**src/design/rce_pkg.sv**
```systemverilog
// Purpose: Shared constants, types and channel decode for the receive
//          channel enable block.
// Assumes: Sixteen-bit words and eight partitions of sixteen channels.
// Notes:   Functional notes follow below.

package rce_pkg;

  // ****************************************************************
  // Sizes and reset values
  // ****************************************************************
  localparam int WORD_BITS = 16;
  localparam int NUM_PARTS = 8;
  localparam int FIFO_DEPTH = 16;
  localparam int SYNC_STAGES = 3;
  localparam logic [15:0] PART_RESET = 16'h0000;
  localparam logic [3:0] LAST_BIT = 4'hF;
  localparam logic [2:0] PART_A = 3'h0;
  localparam logic [2:0] PART_B = 3'h1;
  localparam int CLK_PERIOD_NS = 100;

  typedef logic [NUM_PARTS-1:0][WORD_BITS-1:0] rce_parts_t;

  // ****************************************************************
  // Channel decode
  // ****************************************************************
  function automatic logic rce_chan_enabled(input logic [6:0] chan,
                                            input rce_parts_t parts,
                                            input logic countSel,
                                            input logic [2:0] blkA,
                                            input logic [2:0] blkB);
    logic en;
    en = 1'b0;
    if (countSel) begin
      en = parts[chan[6:4]][chan[3:0]];
    end else if (chan[6:4] == blkA) begin
      en = parts[PART_A][chan[3:0]];
    end else if (chan[6:4] == blkB) begin
      en = parts[PART_B][chan[3:0]];
    end
    return en;
  endfunction

endpackage

```
**src/design/rce_fifo_if.sv**
```systemverilog
// Purpose: Carries the word stream between the receiver and its FIFO.
// Assumes: One clock domain shared by both ends.
// Notes:   Valid and ready on both sides.
`timescale 1ns/1ps

interface rce_fifo_if #(parameter int WIDTH = 16);
  logic [WIDTH-1:0] wData;
  logic wValid;
  logic wReady;
  logic [WIDTH-1:0] rData;
  logic rValid;
  logic rReady;

  modport fifo (input wData, input wValid, output wReady,
                output rData, output rValid, input rReady);
  modport user (output wData, output wValid, input wReady,
                input rData, input rValid, output rReady);
endinterface

```
**src/design/rce_chan_enable.sv**
```systemverilog
// Purpose: Receive channel enable logic: partition registers, channel
//          selection and bit-mask storage for a serial receiver.
// Assumes: Link clock, frame sync and data arrive from pins and are
//          sampled on the 10 MHz system clock.
// Notes:   Data is taken on rising link clock edges; frame sync high on
//          a rising edge marks the first bit of channel 0.
`timescale 1ns/1ps

module rce_chan_enable
  import rce_pkg::*;
#(
  parameter int FIFO_WORDS = rce_pkg::FIFO_DEPTH
) (
  input wire logic clock,
  input wire logic rst,
  input wire logic [2:0] regIndex,
  input wire logic regWrite,
  input wire logic [rce_pkg::WORD_BITS-1:0] regWriteData,
  output logic [rce_pkg::WORD_BITS-1:0] regReadData,
  input wire logic rxMultichannelSelectOn,
  input wire logic rxChannelCountSelect,
  input wire logic [2:0] rxPartABlockField,
  input wire logic [2:0] rxPartBBlockField,
  input wire logic bitMaskMode,
  input wire logic [1:0] txMultichannelModeField,
  input wire logic rxLinkClockPin,
  input wire logic rxFrameSyncPin,
  input wire logic serialReceiveDataPin,
  input wire logic rxWordAck,
  output logic [rce_pkg::WORD_BITS-1:0] rxWord,
  output logic rxReady,
  output logic rxOverrun,
  output logic txEnableActive
);
  import rce_pkg::*;

  typedef enum logic {RX_IDLE, RX_SHIFT} rce_state_t;

  // ****************************************************************
  // Partition enable registers
  // ****************************************************************
  rce_parts_t parts_reg;
  logic [WORD_BITS-1:0] regReadData_reg;

  always_ff @(posedge clock) begin
    if (rst) begin
      parts_reg <= {NUM_PARTS{PART_RESET}};
    end else if (regWrite) begin
      parts_reg[regIndex] <= regWriteData;
    end
  end

  always_ff @(posedge clock) begin
    if (rst) begin
      regReadData_reg <= '0;
    end else begin
      regReadData_reg <= parts_reg[regIndex];
    end
  end

  assign regReadData = regReadData_reg;

  // ****************************************************************
  // Pin synchronisers
  // ****************************************************************
  // Bit 0 link clock, bit 1 frame sync, bit 2 data. A level is accepted
  // only when stages two and three agree, which filters single glitches.
  wire [2:0] pinRaw;
  logic [2:0] sync1_reg;
  logic [2:0] sync2_reg;
  logic [2:0] sync3_reg;
  logic [2:0] pinLevel_reg;
  wire [2:0] stableMask;
  wire [2:0] pinLevel_next;

  assign pinRaw = {serialReceiveDataPin, rxFrameSyncPin, rxLinkClockPin};
  assign stableMask = ~(sync2_reg ^ sync3_reg);
  assign pinLevel_next = (sync3_reg & stableMask) |
                         (pinLevel_reg & ~stableMask);

  always_ff @(posedge clock) begin
    if (rst) begin
      sync1_reg <= '0;
      sync2_reg <= '0;
      sync3_reg <= '0;
      pinLevel_reg <= '0;
    end else begin
      sync1_reg <= pinRaw;
      sync2_reg <= sync1_reg;
      sync3_reg <= sync2_reg;
      pinLevel_reg <= pinLevel_next;
    end
  end

  wire linkRise;
  wire frameLevel;
  wire dataLevel;

  assign linkRise = pinLevel_next[0] && !pinLevel_reg[0];
  assign frameLevel = pinLevel_next[1];
  assign dataLevel = pinLevel_next[2];

  // ****************************************************************
  // Serial word assembly
  // ****************************************************************
  rce_state_t state_reg;
  rce_state_t state_next;
  logic [3:0] bitCnt_reg;
  logic [3:0] bitCnt_next;
  logic [6:0] chan_reg;
  logic [6:0] chan_next;
  logic wordPhase_reg;
  logic wordPhase_next;
  logic [WORD_BITS-1:0] shift_reg;
  logic [WORD_BITS-1:0] shift_next;

  wire frameStart;
  wire bitTaken;
  wire [3:0] bitPos;
  wire [6:0] wordChan;
  wire wordPhase;
  wire [WORD_BITS-1:0] maskPattern;
  wire maskBit;
  wire storedBit;
  wire wordDone;
  wire chanAccept;
  wire wordAccept;
  wire [WORD_BITS-1:0] wordValue;

  assign frameStart = linkRise && frameLevel;
  assign bitTaken = linkRise && (frameLevel || state_reg == RX_SHIFT);
  assign bitPos = frameStart ? 4'h0 : bitCnt_reg;
  assign wordChan = frameStart ? 7'h00 : chan_reg;
  assign wordPhase = frameStart ? 1'b0 : wordPhase_reg;

  // First arriving bit is the word's bit 15, so pattern bit 15 - pos rules it.
  assign maskPattern = wordPhase ? parts_reg[PART_B] : parts_reg[PART_A];
  assign maskBit = maskPattern[LAST_BIT - bitPos];
  assign storedBit = bitMaskMode ? (dataLevel & maskBit) : dataLevel;
  assign wordValue = {shift_reg[WORD_BITS-2:0], storedBit};
  assign wordDone = bitTaken && (bitPos == LAST_BIT);

  assign chanAccept = rce_chan_enabled(wordChan, parts_reg, rxChannelCountSelect,
                                       rxPartABlockField, rxPartBBlockField);
  // Bit-mask mode takes precedence: its word is stored, masked, whenever the FIFO has room.
  assign wordAccept = bitMaskMode || !rxMultichannelSelectOn || chanAccept;

  always_comb begin
    state_next = state_reg;
    bitCnt_next = bitCnt_reg;
    chan_next = chan_reg;
    wordPhase_next = wordPhase_reg;
    shift_next = shift_reg;
    if (bitTaken) begin
      state_next = RX_SHIFT;
      bitCnt_next = bitPos + 4'h1;
      chan_next = wordChan;
      wordPhase_next = wordPhase;
      shift_next = wordValue;
      if (wordDone) begin
        chan_next = wordChan + 7'h01;
        wordPhase_next = !wordPhase;
      end
    end
  end

  always_ff @(posedge clock) begin
    if (rst) begin
      state_reg <= RX_IDLE;
      bitCnt_reg <= '0;
      chan_reg <= '0;
      wordPhase_reg <= 1'b0;
      shift_reg <= '0;
    end else begin
      state_reg <= state_next;
      bitCnt_reg <= bitCnt_next;
      chan_reg <= chan_next;
      wordPhase_reg <= wordPhase_next;
      shift_reg <= shift_next;
    end
  end

  // ****************************************************************
  // FIFO push
  // ****************************************************************
  rce_fifo_if #(.WIDTH(WORD_BITS)) wordLink ();

  logic pushValid_reg;
  logic [WORD_BITS-1:0] pushData_reg;
  logic overrun_reg;
  wire pushNow;
  wire dropNow;

  // A full FIFO refuses the word; the loss is flagged rather than hidden.
  assign pushNow = wordDone && wordAccept && wordLink.wReady;
  assign dropNow = wordDone && wordAccept && !wordLink.wReady;

  always_ff @(posedge clock) begin
    if (rst) begin
      pushValid_reg <= 1'b0;
      pushData_reg <= '0;
      overrun_reg <= 1'b0;
    end else begin
      pushValid_reg <= pushNow;
      if (pushNow) begin
        pushData_reg <= wordValue;
      end
      overrun_reg <= overrun_reg || dropNow;
    end
  end

  assign wordLink.wData = pushData_reg;
  assign wordLink.wValid = pushValid_reg;

  rce_fifo #(
    .WIDTH(WORD_BITS),
    .DEPTH(FIFO_WORDS)
  ) u_fifo (
    .clock(clock),
    .rst(rst),
    .port(wordLink.fifo)
  );

  // ****************************************************************
  // Read-out stage
  // ****************************************************************
  logic [WORD_BITS-1:0] rxWord_reg;
  logic rxReady_reg;
  wire slotFree;
  wire takeWord;

  assign slotFree = !rxReady_reg || rxWordAck;
  assign takeWord = slotFree && wordLink.rValid;
  assign wordLink.rReady = takeWord;

  always_ff @(posedge clock) begin
    if (rst) begin
      rxWord_reg <= '0;
      rxReady_reg <= 1'b0;
    end else begin
      if (takeWord) begin
        rxWord_reg <= wordLink.rData;
      end
      if (slotFree) begin
        rxReady_reg <= wordLink.rValid;
      end
    end
  end

  assign rxWord = rxWord_reg;
  assign rxReady = rxReady_reg;
  assign rxOverrun = overrun_reg;

  // ****************************************************************
  // Transmit enable gate
  // ****************************************************************
  logic txEnableActive_reg;

  always_ff @(posedge clock) begin
    if (rst) begin
      txEnableActive_reg <= 1'b0;
    end else begin
      txEnableActive_reg <= (txMultichannelModeField != 2'h0) || bitMaskMode;
    end
  end

  assign txEnableActive = txEnableActive_reg;
endmodule // rce_chan_enable

```
**src/design/rce_fifo.sv**
```systemverilog
// Purpose: Word FIFO between the serial receiver and the read-out stage.
// Assumes: DEPTH is a power of two.
// Notes:   Read data is shown from the head entry while rValid is high.
`timescale 1ns/1ps

module rce_fifo #(
  parameter int WIDTH = 16,
  parameter int DEPTH = 16
) (
  input wire logic clock,
  input wire logic rst,
  rce_fifo_if.fifo port
);
  localparam int AW = $clog2(DEPTH);

  logic [WIDTH-1:0] mem [DEPTH];
  logic [AW:0] wrPtr_reg;
  logic [AW:0] rdPtr_reg;
  wire doWrite;
  wire doRead;
  wire isEmpty;
  wire isFull;

  assign isEmpty = (wrPtr_reg == rdPtr_reg);
  assign isFull = (wrPtr_reg[AW] != rdPtr_reg[AW]) &&
                  (wrPtr_reg[AW-1:0] == rdPtr_reg[AW-1:0]);
  assign doWrite = port.wValid && !isFull;
  assign doRead = port.rReady && !isEmpty;
  assign port.wReady = !isFull;
  assign port.rValid = !isEmpty;
  assign port.rData = mem[rdPtr_reg[AW-1:0]];

  always_ff @(posedge clock) begin
    if (doWrite) begin
      mem[wrPtr_reg[AW-1:0]] <= port.wData;
    end
  end

  always_ff @(posedge clock) begin
    if (rst) begin
      wrPtr_reg <= '0;
      rdPtr_reg <= '0;
    end else begin
      wrPtr_reg <= wrPtr_reg + (AW+1)'(doWrite);
      rdPtr_reg <= rdPtr_reg + (AW+1)'(doRead);
    end
  end

endmodule // rce_fifo

```
**config.mk**
```make
export PLATFORM = sky130hd
export DESIGN_NAME = rce_chan_enable
export DESIGN_NICKNAME = d
export VERILOG_FILES = /design/src/design/rce_pkg.sv /design/src/design/rce_fifo_if.sv /design/src/design/rce_chan_enable.sv /design/src/design/rce_fifo.sv
export SDC_FILE = /design/constraint.sdc
export NUM_CORES = 1
export LEC_CHECK = 0
export ABC_CLOCK_PERIOD_IN_PS = 3140
export BUFFER_PORTS_ARGS = -buffer_cell sky130_fd_sc_hd__buf_2
export CORE_UTILIZATION = 55
export CTS_BUF_LIST = sky130_fd_sc_hd__clkbuf_16
export DETAILED_ROUTE_END_ITERATION = 12
export PLACE_DENSITY = 0.74
export SLEW_MARGIN = 20
export SYNTH_ARGS = -nofsm -noshare
export SYNTH_HDL_FRONTEND = slang
export SYNTH_SLANG_ARGS = --single-unit
```
**constraint.sdc**
```tcl
create_clock -name clock -period 3.14 [get_ports clock]
set_clock_uncertainty 0.15 [all_clocks]
set_input_delay 0 -clock clock [delete_from_list [all_inputs] [get_ports clock]]
set_output_delay 0 -clock clock [all_outputs]
set_load 0.1 [all_outputs]
```
After elaboration in Yosys (flattened, before gate mapping) --
Memories as Yosys holds them, arrays and structs flattened. A register that Yosys moved wholly into a read port is not among the register bits. Index checks and enable logic that the tools add are counted.
Word-level totals: register bits 214, bits in latches 0, memory bits (writable) 256, memory bits (read-only) 0, input bits 37, memories 1
Memories:
- u_fifo.mem | words 16, bits a word 16, rd ports 1, clocked after Yosys merged registers in 1, write ports 1, line rce_fifo.sv:16 | logic [WIDTH-1:0] mem [DEPTH];
Cells by class: $add $sub $neg 5, multipliers 0, div/mod/pow operators 0, $lt $le $gt $ge 5, equal/unequal tests 6, shifts and indexed selects 0, multiplexer cells 27, bitwise operators 7, reduce and logical (&&, ||, !) cells 25
Operator list (number):
- 128-bit bitwise mux | 1
- 16-bit binary-select mux with 3-bit select | 2
- 16-bit 2-to-1 mux | 4
- 16-bit demux with 3-bit select | 1
- 1-bit binary-select mux with 4-bit select | 4
- 7-bit 2-to-1 mux | 2
- 1-bit logical AND | 12
- 1-bit 2-to-1 mux | 12
- 5-bit by 1-bit adder with 5-bit output | 2
- 4-bit by 5-bit < comparator with 1-bit output (second input constant) | 2
- 3-bit by 4-bit < comparator with 1-bit output (second input constant) | 2
- 7-bit by 1-bit adder with 7-bit output (second input constant) | 1
- 3-bit bitwise AND | 2
- 3-bit equality test | 2
- 1-bit logical NOT | 6
- 1-bit logical OR | 6
- 3-bit NOT | 2
- 5-bit equality test | 1
- 4-bit by 1-bit adder with 4-bit output (second input constant) | 1
- 4-bit equality test | 1
- 4-bit equality test (second input constant) | 1
- 4-bit 2-to-1 mux | 1
- 4-bit subtractor (first input constant) | 1
- 3-bit by 1-bit greater-or-equal comparator with 1-bit output (second input constant) | 1
- other kinds (5) | 5

Depth between registers and ports, before layout --
Gate-level depths: netlist of the first run.
depth after elaboration 17, mapped depth 13, gate-level depth less buffers 10

By module --
A second synthesis of the first run with hierarchy kept.
Second synthesis, totals: cells, all modules 1808, area total of the unflattened synthesis 21584.5 sq um
By module, submodules not included:
- rce_chan_enable | instances 1, cells each 1265, area each 10983.0 sq um, sequential area each 4404.2 sq um
- rce_fifo | instances 1, cells each 543, area each 10601.4 sq um, sequential area each 7887.6 sq um

Worst setup path before layout of the first run --
Ideal clock, no wire load.
path type register to register, start point reg u_fifo.rdPtr_reg[3], end point mem u_fifo.mem[0][0], enable pin, library setup time 409 ps, data arrival time 2608 ps, required time 2581 ps, setup slack -27 ps, cell stages (with the launch flop) 8, buffers on the path 1, clock period less this slack 3167 ps, path through dfxtp_1 -> clkbuf_1 -> xnor2_1 -> and4_1 -> nand2_1 -> nand2_1 -> or3_1 -> nor3_1
On the way: longest elaborated chain between the ends 6
RTL lines:
- start, declared | line rce_fifo.sv:18 | logic [AW:0] rdPtr_reg;
- start signal, assigned | line rce_fifo.sv:45 | rdPtr_reg <= rdPtr_reg + (AW+1)'(doRead);
- 4-bit equality test | line rce_fifo.sv:26 | (wrPtr_reg[AW-1:0] == rdPtr_reg[AW-1:0]);
- 1-bit logical AND | line rce_fifo.sv:25 | assign isFull = (wrPtr_reg[AW] != rdPtr_reg[AW]) &&
- 1-bit logical NOT | line rce_fifo.sv:27 | assign doWrite = port.wValid && !isFull;
- 1-bit logical AND | line rce_fifo.sv:27
- 1-bit 2-to-1 mux | line rce_fifo.sv:34 | if (doWrite) begin
- 1-bit 2-to-1 mux (not written as such) | line rce_fifo.sv:35 | mem[wrPtr_reg[AW-1:0]] <= port.wData;
- end, declared | line rce_fifo.sv:16
Every way passes these cells.

Worst setup path in the final report of the first run --
start point reg chan_reg[6], end point reg pushData_reg[0]
On the way: longest elaborated chain between the ends 9, elaborated cells between the ends (all ways) 13, classes of those cells 2 x eq/ne; 8 x mux; 3 x reduce/logical
RTL lines:
- start, declared | line rce_chan_enable.sv:110 | logic [6:0] chan_reg;
- start signal, assigned | line rce_chan_enable.sv:177 | chan_reg <= chan_next;
- 7-bit 2-to-1 mux (*) | line rce_chan_enable.sv:133 | assign wordChan = frameStart ? 7'h00 : chan_reg;
- 16-bit binary-select mux with 3-bit select | line rce_pkg.sv:34 | en = parts[chan[6:4]][chan[3:0]];
- 16-bit 2-to-1 mux (not written as such) | line rce_pkg.sv:34
- 1-bit binary-select mux with 4-bit select | line rce_pkg.sv:34
- 1-bit 2-to-1 mux (not written as such) | line rce_pkg.sv:34
- 1-bit 2-to-1 mux (*) | line rce_pkg.sv:33 | if (countSel) begin
- 1-bit logical OR (*) | line rce_chan_enable.sv:146 | assign wordAccept = bitMaskMode || !rxMultichannelSelectOn || chanAccept;
- 1-bit logical AND (*) (2 in series) | line rce_chan_enable.sv:195 | assign pushNow = wordDone && wordAccept && wordLink.wReady;
- end signal, assigned | line rce_chan_enable.sv:206 | pushData_reg <= wordValue;
- end, declared | line rce_chan_enable.sv:189 | logic [WORD_BITS-1:0] pushData_reg;
Every way passes the cells marked *; elsewhere a longest branch is shown, timed or not. The select of a mux whose other input is x is not followed. A chain may end at the register's enable or synchronous reset.

==> results.toml, run 1 <==
[place]
port_buffers = 71
placed_area_sq_um = 22210
hpwl_microns = 35210
pre_cts_ws_ns = 0.1810
gp_congestion = 0.9377

[logic_synthesis]
synth_cells = 1666
synth_ff_type = "edfxtp_1"
async_flop_share_pct = 0
synth_top_area_share_pct = 36.74
ys_seq_elements = 486
synth-warning-count = 0
netlist_area_sq_um = 20920
synth_largest_area_cell = "edfxtp_1"
synth_nets = 1709
yosysUniqueCellTypes = 72
synth.area.top_cells = "edfxtp_1, dfxtp_1, mux4_2"
ys_seq_area_share_pct = 58.75
synth-edff-count = 256
postSynthAreaPerCell_sq_um = 12.56

[cells_and_area]
fin_nets = 1827
syn_to_final_growth_pct = 15.05
fin_area_sq_um = 24070
final_common_cell = "nand2_1"
antenna_cells = 0
fill_cells = 2707
largest_reg_flops = 256
layout_common_cells = "nand2_1, edfxtp_1, dfxtp_1, a21oi_1, mux4_2"
drive_gt1_share_pct = 22.33

[clock_tree]
clk-insertion-delay-late_ns = 0.60
cts_tree = "done"
clk_path_buf_depth = 3
clockRootBuffer = "clkbuf_16"
cts_max_level = 2
cts_buffers = 48
clk_pin_slew_ns = 0.07
numClockSinks = 486

[timing]
min_period_over_period_pct = 93.58
period_minus_slack_ns = 2.939
setup-tns-final_ns = 0
slew_headroom_pct = 39.10
setup_viol = 0
worst_pin_slew_ns = 0.9109
rsz0062_at_grt = "false"
fmax_mhz = 340.3
layout_setup_ws_ns = 0.2015
finalHoldViolations = 0
slew_violations = 0

[floorplan]
start_util_pct = 55.68
die_area_sq_um = 38820
core.rowCount = 71
die_h_microns = 197.0
io_pins = 72
fp.dieW_microns = 197.0
coreArea_sq_um = 37580

[pwr]
p_per_area_nw_per_um2 = 557.3
p_leak_nw = 8.264
vdd_drop_max_v = 0.0003986

[setup_path]
worst-setup-path-type = "flop to flop"
slowest_delay_ns = 0.67
worstPathRequired_ns = 3.52
crit_family = "compound AO/OA/AOI/OAI gates"
crit_slowest_cell = "dfxtp_2"
crit_path_end_kind = "flop"
start_kind = "flop"
crit_chain = "buf_4 > nor3_1 > a211oi_1 > a221oi_1 > a211oi_1 > a22oi_2 > o221a_4 > or3_1 > a21oi_1"
cpMostUsedCell = "a211oi_1"
worstPathMaxFanout = 21
path_buf_inv = 1
cp.arrival_ns = 3.32

[job]
maxCapViolations = 0

[global_routing]
grt_pass1_wl_microns = 84320
antenna_found_initial = 0
grt_pass1_vias = 14230
overflow = 0
track_usage_pct = 29.07
grt_max_degree = 104

[detailed_routing]
dr.pass1.iters = 5
drc = 0
detail_route.iter0.violations = 1378
num_vias = 14370
finalWirelength_microns = 55360
drt.antenna.violating_nets = 0
via_per_inst = 6.156
wl_per_cell_microns = 23.72

[outcome]
status = "finished, final reports clean"

[min_path]
hold_path_class = "input pin to flop"
==> final cells by class <==
type                    count  area [sq um]  area share, %
flip-flops and latches    486         12300          51.10
inverters                  18         71.32         0.2963
clock buffers              48          1201          4.990
repair inverters            1         5.005        0.02079
repair buffers            198          1570          6.524
well taps                 511         639.4          2.656
clock inverters            41         261.5          1.086
multi-input cells        1031          8023          33.33
==> logic make-up (layout without fill, tap and decap cells) <==
family	after synthesis	after routing	share of synthesized area, %
flip-flops	486	486	58.75
XOR/XNOR	22	22	0.9210
AO/OA/AOI/OAI	281	281	8.295
buffers and inverters	149	306	3.205
multiplexers	205	205	17.96
AND/OR/NAND/NOR	516	516	10.45
adder cells (fa/ha/maj)	7	7	0.4126
==> per-stage QoR <==
step           hold slack (ns)  utilization [%]  instances  power (W)
4_1_cts                0.03524            63.98       2332    0.01349
6_report               0.05230            64.06       2334    0.01342
2_1_floorplan         -0.03046                -       1666   0.007848
3_3_place_gp           0.05763            59.11       2206   0.008109
5_1_grt                 0.1068            64.06       2334    0.01378
3_5_place_dp           0.07108            59.11       2206   0.008138
==> worst register-to-register path, cell delays in order (launching register included) <==
cell and delay [ns]:
dfxtp_2 0.67, buf_4 0.32, nor3_1 0.08, a211oi_1 0.26
a221oi_1 0.13, a211oi_1 0.29, a22oi_2 0.17, o221a_4 0.33
or3_1 0.35, a21oi_1 0.14
==> worst paths after layout <==
kind                              start                             to  slack [ns]  cells past startpoint
min                serialReceiveDataPin        sync1_reg[2]$_SDFF_PP0_        0.05                      3
min reg2reg  shift_reg[14]$_SDFFE_PP0P_  pushData_reg[15]$_SDFFE_PP0P_        0.30                      2
max            chan_reg[6]$_SDFFE_PP0P_   pushData_reg[0]$_SDFFE_PP0P_        0.20                      9
max reg2reg    chan_reg[6]$_SDFFE_PP0P_   pushData_reg[0]$_SDFFE_PP0P_        0.20                      9
==> routing by layer <==
metal | up-vias | routed length (microns) | GRT usage, %
met3 | 132 | 3585 | 4.354
met2 | 644 | 28560 | 50.74
met5 | - | 0 | 0
met1 | 7175 | 21180 | 35.83
met4 | 0 | 2043 | 13.09
li1 | 6418 | - | -
==> power by group <==
group | switching [W] | internal (W) | total [W]
sequential | 0.0000768 | 0.00670 | 0.00678
clock | 0.00241 | 0.00296 | 0.00537
combinational | 0.000749 | 0.000519 | 0.00127
==> timing repair <==
action / CTS / global route
gates resized for setup: 0 / 5
hold buffers: 37 / 0
hold endpoints to repair: 172 / 0
setup endpoints to repair: 0 / 15
setup buffers: 0 / 1
==> synth_stat cells (12+ instances only) <==
master / count
nand2_1: 310
edfxtp_1: 256
dfxtp_1: 230
a21oi_1: 168
mux4_2: 134
nor2_1: 91
clkbuf_1: 69
mux2i_1: 60
nand3_1: 30
buf_1: 25
nor2b_1: 25
inv_1: 17
o21ai_0: 17
buf_2: 15
nor3_1: 15
xnor2_1: 13
a211oi_1: 12
(Power assumes the default switching activity.)
==> run 2, diff against run 1 <==
--- a/config.mk
+++ b/config.mk
@@ -5,12 +5,13 @@
 export SDC_FILE = /design/constraint.sdc
 export NUM_CORES = 1
 export LEC_CHECK = 0
+export ABC_AREA = 1
 export ABC_CLOCK_PERIOD_IN_PS = 3140
 export BUFFER_PORTS_ARGS = -buffer_cell sky130_fd_sc_hd__buf_2
 export CORE_UTILIZATION = 55
 export CTS_BUF_LIST = sky130_fd_sc_hd__clkbuf_16
 export DETAILED_ROUTE_END_ITERATION = 12
-export PLACE_DENSITY = 0.74
+export PLACE_DENSITY = 0.75
 export SLEW_MARGIN = 20
 export SYNTH_ARGS = -nofsm -noshare
 export SYNTH_HDL_FRONTEND = slang
==> run 2 against run 1 <==
Sequential share of layout area about the same. Hold slack got worse by 0.021 ns. Routed wire length rose by 2.4%. Synthesized cell count rose by 37%. Cell area is essentially flat. Critical path type unchanged. Critical endpoint is now pushData_reg[15]$_SDFFE_PP0P_. Sequential cell count unchanged. Register-to-register slack worse by 0.09 ns. Clock power increased by 2%.
==> results.toml, run 2 <==
[place]
port_buffers = 71
place_inst = 2775
pre_cts_ws_ns = -0.1289
gp_congestion = 0.9726
hpwl_microns = 35720

[timing]
slew_violations = 0
period_minus_slack_ns = 3.025
setup_viol = 0
min_period_over_period_pct = 96.35
fmax_mhz = 330.5
slew_headroom_pct = 24.35
finalHoldViolations = 0
layout_setup_ws_ns = 0.1146
worst_pin_slew_ns = 1.134
holdWs_ns = 0.03151

[detailed_routing]
drt.antenna.violating_nets = 0
detail_route.iter0.violations = 1707
finalWirelength_microns = 56690
dr.pass1.iters = 6
via_per_inst = 5.913
drc = 0
wl_per_cell_microns = 19.46
num_vias = 17230

[global_routing]
antenna_found_initial = 2
grt_pass1_wl_microns = 87730
track_usage_pct = 28.90
overflow = 0
grt_pass1_vias = 16160
grt_max_degree = 79

[outcome]
status = "finished, final reports clean"

[min_path]
hold_path_class = "input pin to flop"

[clock_tree]
cts_tree = "done"
numClockSinks = 486
clk_pin_slew_ns = 0.06
clk_path_buf_depth = 3
cts_buffers = 48
clk-insertion-delay-late_ns = 0.60
cts_max_level = 2
clockRootBuffer = "clkbuf_16"

[setup_path]
worstPathMaxFanout = 15
worst-setup-path-type = "flop to flop"
start_kind = "flop"
crit_path_end_kind = "flop"
worstPathRequired_ns = 3.48
cp.arrival_ns = 3.37

[cells_and_area]
drive_gt1_share_pct = 10.33
layout.area.seq_sq_um = 12300
largest_reg_flops = 256
layout_common_cells = "o21ai_0, edfxtp_1, nor2_1, inv_1, dfxtp_1"
multi_input_area_sq_um = 7254
syn_to_final_growth_pct = 14.42
fin_util_pct = 63.90
fill_cells = 3058
stdcell_count = 2913
final_common_cell = "o21ai_0"
fin_nets = 2404

[logic_synthesis]
ys_seq_area_share_pct = 58.43
synth-warning-count = 0
synth_top_area_share_pct = 36.54
synth.area.top_cells = "edfxtp_1, dfxtp_1, o21ai_0"
synth-edff-count = 256
async_flop_share_pct = 0
postSynthAreaPerCell_sq_um = 9.235
netlist_area_sq_um = 21040
synth_largest_area_cell = "edfxtp_1"
synth_nets = 2321
ys_seq_elements = 486
ys_top_cells_by_count = "o21ai_0, edfxtp_1, nor2_1"
yosysMostFrequentCell = "o21ai_0"
synth_cells = 2278
synth_ff_type = "edfxtp_1"
yosysUniqueCellTypes = 43

[pwr]
p_clk_share_pct = 38.7
internal_power_w = 0.01019
p_per_area_nw_per_um2 = 588.2
combPwrFrac_pct = 12.6
p_leak_nw = 8.844
p_sw_w = 0.003974
power.share.switching_pct = 28.06
vdd_drop_max_v = 0.0004253
p_seq_share_pct = 48.7

[floorplan]
coreArea_sq_um = 37670
die_h_microns = 197.6
core.rowCount = 71
die_area_sq_um = 39030
fp.dieW_microns = 197.6
io_pins = 72
start_util_pct = 55.85

[job]
maxCapViolations = 0
run 2: cell types whose count changed in the layout (fill, tap and decap cells not counted), moves of 31 or more:
cell and change:
nor2_1 +173, nand3_1 +140, o21ai_0 +287, nand2_1 -105
a21oi_1 +57, mux2i_1 -34, o32ai_1 +34, mux4_2 -134
o221ai_1 +31, inv_1 +208
run 2: path summary, 6_finish.rpt:
path                                start                       endpoint  slack [ns]  cells after the start
setup reg to reg  sync2_reg[1]$_SDFF_PP0_  pushData_reg[15]$_SDFFE_PP0P_        0.11                     20
hold / removal                   regWrite     parts_reg[42]$_SDFFE_PP0P_        0.03                      6
setup / recovery  sync2_reg[1]$_SDFF_PP0_  pushData_reg[15]$_SDFFE_PP0P_        0.11                     20
hold reg to reg   sync1_reg[0]$_SDFF_PP0_        sync2_reg[0]$_SDFF_PP0_        0.26                      2
run 2: power by group through the flow:
| stage | registers, W | logic (W) | clock network (W) |
|---|---|---|---|
| after CTS | 0.00690 | 0.00178 | 0.00555 |
| after detailed placement | 0.00703 | 0.00173 | 0 |
| after global routing | 0.00691 | 0.00188 | 0.00581 |
| after floorplan | 0.00790 | 0.000484 | 0 |
| after global placement | 0.00703 | 0.00172 | 0 |
| final | 0.00690 | 0.00178 | 0.00548 |
run 2: per-layer routing:
layer	vias up	routed length, microns	GRT usage, %
met5	-	0	0
met3	163	4941	5.037
li1	8138	-	-
met2	848	27610	49.02
met1	8076	22180	36.90
met4	0	1959	10.94
run 2: repair_timing:
| item | 4_1_cts | 5_1_grt |
|---|---|---|
| hold buffers | 40 | 0 |
| endpoints found under the hold margin | 205 | 0 |
| buffers inserted | 1 | 3 |
| resized for setup | 2 | 8 |
| setup endpoints to repair | 17 | 20 |
| pin swaps | 1 | 2 |
| gates cloned | 1 | 2 |
run 2: kinds of logic (layout without fill, tap and decap cells):
kind of cell               Yosys count  after routing  share of synthesized area (%)
other                                0              2                              0
DFF                                486            486                          58.43
AOI/OAI and AO/OA                  673            673                          18.27
muxes                               26             26                          1.237
adders and majority gates            6              6                         0.3569
buffers and inverters              396            517                          7.375
xor gates and xnor gates            15             15                         0.6245
and+or+nand+nor                    676            677                          13.71
run 2: cell type report:
cell class	instances	share of cell area, %
Sequential cell	486	51.10
Multi-Input combinational cell	1397	30.14
Timing Repair Buffer	188	6.165
Clock buffer	48	4.990
Inverter	240	3.753
Tap cell	511	2.656
Clock inverter	41	1.175
Antenna cell	2	0.02079
run 2: metrics by stage:
step	power, W	area, sq um	TNS, ns
floorplan	0.008386	21040	0
global placement	0.008748	22030	-0.04367
detailed placement	0.008764	22030	-1.777
CTS	0.01422	23960	0
global route	0.01460	24070	-0.04916
finish	0.01416	24070	0
run 2: critical path, stage by stage, from the launching register on:
cell      delay [ns]
dfxtp_1         0.35
nand2_1         0.08
nand2_1         0.08
nand2_2         0.07
buf_4           0.15
o21bai_4        0.28
buf_12          0.21
nand2_1         0.06
o21ai_0         0.10
nand2_1         0.13
nand3_1         0.08
nand3_1         0.11
nand3_1         0.11
nand3_1         0.08
nand3_1         0.18
nand3_2         0.14
nand2_4         0.13
buf_4           0.19
nand4_1         0.10
nand2_1         0.09
nor2_1          0.04
==> run 3, diff against run 2 <==
--- a/config.mk
+++ b/config.mk
@@ -6,12 +6,12 @@
 export NUM_CORES = 1
 export LEC_CHECK = 0
 export ABC_AREA = 1
-export ABC_CLOCK_PERIOD_IN_PS = 3140
-export BUFFER_PORTS_ARGS = -buffer_cell sky130_fd_sc_hd__buf_2
+export ABC_CLOCK_PERIOD_IN_PS = 2500
 export CORE_UTILIZATION = 55
 export CTS_BUF_LIST = sky130_fd_sc_hd__clkbuf_16
 export DETAILED_ROUTE_END_ITERATION = 12
-export PLACE_DENSITY = 0.75
+export DONT_BUFFER_PORTS = 1
+export PLACE_DENSITY = 0.73
 export SLEW_MARGIN = 20
 export SYNTH_ARGS = -nofsm -noshare
 export SYNTH_HDL_FRONTEND = slang
==> constraint.sdc (replaced) <==
create_clock -name clock -period 2.5 [get_ports clock]
set_clock_uncertainty 0.15 [all_clocks]
set_input_delay 0 -clock clock [delete_from_list [all_inputs] [get_ports clock]]
set_output_delay 0 -clock clock [all_outputs]
set_load 0.1 [all_outputs]
==> run 3 against run 2 <==
The flow now finishes with violations (negative setup slack). Via count grew 3.0%. Combinational power grew 27%. Cell area grew 5.6%. Register-to-register slack lost 0.25 ns. Sequential share of layout area shrank 2.7 points. Clock power grew 36%. Critical path depth grew 1. Critical path type unchanged.
==> results.toml, run 3 (same netlist as run 2, synthesis figures left out) <==
[outcome]
status = "finished, violations left"
failed_checks = "negative setup slack"

[floorplan]
core.rowCount = 71
coreArea_sq_um = 37670
die_h_microns = 197.6
start_util_pct = 55.85
die_area_sq_um = 39030
io_pins = 72
fp.dieW_microns = 197.6

[global_routing]
grt_pass1_vias = 16420
grt_max_degree = 131
grt_pass1_wl_microns = 90290
overflow = 0
track_usage_pct = 30.05
antenna_found_initial = 0

[clock_tree]
clk_path_buf_depth = 3
cts_max_level = 2
clk_pin_slew_ns = 0.06
clockRootBuffer = "clkbuf_16"
cts_tree = "done"
cts_buffers = 50
numClockSinks = 486
clk-insertion-delay-late_ns = 0.61

[place]
port_buffers = 0
hpwl_microns = 36340
placed_area_sq_um = 22350
place_inst = 2768
gp_congestion = 0.9390

[setup_path]
worstPathMaxFanout = 8
start_kind = "flop"
crit_path_end_kind = "flop"
cp.arrival_ns = 3.04
worstPathRequired_ns = 2.90
reg2reg_depth = 21
worst-setup-path-type = "flop to flop"
r2r-start = "pinLevel_reg[0]$_SDFF_PP0_"
r2r_setup_slack_ns = -0.14
r2r-end = "pushData_reg[2]$_SDFFE_PP0P_"

[cells_and_area]
fin_area_sq_um = 25420
syn_to_final_growth_pct = 20.82
layout_common_cells = "o21ai_0, edfxtp_1, nor2_1, inv_1, dfxtp_1"
drive_gt1_share_pct = 15.16
stdcell_count = 2938
fin_nets = 2429
final_common_cell = "o21ai_0"
largest_reg_flops = 256
antenna_cells = 0

[detailed_routing]
drc = 0
drt.antenna.violating_nets = 0
num_vias = 17750
finalWirelength_microns = 61410
wl_per_cell_microns = 20.90
dr.pass1.iters = 6
detail_route.iter0.violations = 1704
via_per_inst = 6.041

[min_path]
holdPathEnd = "pushValid_reg$_SDFF_PP0_"
holdPathStages = 9
hold_path_class = "input pin to flop"
hold_start = "rxPartBBlockField[0]"

[pwr]
power.share.switching_pct = 27.89
p_per_area_nw_per_um2 = 728.3
p_sw_w = 0.005162
combPwrFrac_pct = 12.2
p_leak_nw = 9.243
p_seq_share_pct = 47.5
p_clk_share_pct = 40.3
vdd_drop_max_v = 0.0005945
internal_power_w = 0.01335

[timing]
fmax_mhz = 379.2
slew_headroom_pct = 31.50
worst_pin_slew_ns = 1.026
holdWs_ns = 0.03921
setup_viol = 19
period_minus_slack_ns = 2.637
slew_violations = 0
rsz0062_at_grt = "true"
finalHoldViolations = 0
layout_setup_ws_ns = -0.1370
min_period_over_period_pct = 105.5

[job]
maxCapViolations = 0
run 3: how the worst max path moves through the flow:
stage	startpoint	slack [ns]	to	cells after the start
2_1_floorplan	u_fifo.rdPtr_reg[2]$_SDFF_PP0_	-0.21	u_fifo.mem[4][0]$_DFFE_PP_	9
3_3_place_gp	sync2_reg[1]$_SDFF_PP0_	-0.11	pushData_reg[0]$_SDFFE_PP0P_	17
3_5_place_dp	sync3_reg[1]$_SDFF_PP0_	-0.21	pushData_reg[5]$_SDFFE_PP0P_	17
4_1_cts	sync2_reg[1]$_SDFF_PP0_	-0.13	pushData_reg[11]$_SDFFE_PP0P_	19
5_1_grt	pinLevel_reg[0]$_SDFF_PP0_	-0.29	pushData_reg[12]$_SDFFE_PP0P_	21
6_report	pinLevel_reg[0]$_SDFF_PP0_	-0.14	pushData_reg[2]$_SDFFE_PP0P_	21
run 3: power groups by stage:
stage | registers [W] | clock network [W] | logic (W)
after floorplan | 0.00993 | 0 | 0.000608
after global placement | 0.00895 | 0 | 0.00204
after detailed placement | 0.00895 | 0 | 0.00207
after CTS | 0.00878 | 0.00755 | 0.00221
after global routing | 0.00880 | 0.00786 | 0.00237
final | 0.00879 | 0.00746 | 0.00226
run 3: final cells by class:
type,count,area (sq um)
Sequential cell,486,12310
Fill cell,2883,12250
Multi-Input combinational cell,1397,7686
Timing Repair Buffer,209,2180
Clock buffer,50,1251
Inverter,240,923.4
Tap cell,511,639.4
Clock inverter,43,410.4
Timing Repair inverter,2,15.01
run 3: repair_timing:
item | in CTS | in global routing
hold endpoints to repair | 222 | 0
hold buffers | 49 | 0
pin swaps | 15 | 44
endpoints found under the setup margin | 120 | 78
cloned | 2 | 10
buffers inserted | 7 | 9
gates resized for setup | 37 | 107
run 3: worst max-delay path, cell delays in order, from the launching register on:
cell and delay (ns):
dfxtp_2 0.32, inv_2 0.07, nand3_4 0.08, buf_12 0.14, o21bai_4 0.16, buf_12 0.17
buf_8 0.14, buf_6 0.09, nand2_1 0.04, o21ai_1 0.06, nand2_1 0.07, nand3_1 0.08
nand3_2 0.10, nand3_2 0.09, nand3_2 0.09, nand3_2 0.08, nand3_2 0.08, nand2_4 0.17
nand3_4 0.17, nand2_1 0.10, inv_1 0.04, nor2_1 0.09
run 3: metrics by stage:
step	worst slack, ns	util (%)	total power [W]	setup TNS (ns)
after global routing	-0.2915	67.48	0.01903	-4.752
after detailed placement	-0.2059	59.33	0.01102	-6.730
final	-0.1370	67.48	0.01851	-2.189
after floorplan	-0.2052	-	0.01053	-31.49
after global placement	-0.1098	59.33	0.01099	-1.839
after CTS	-0.1283	65.73	0.01854	-1.830
run 3: routing by layer:
layer	vias up	share of wire, %	GRT usage [%]
li1	8184	-	-
met1	8426	39	37.98
met2	906	47	50.22
met3	233	9.5	5.907
met4	0	4.5	12.89
met5	-	0	0
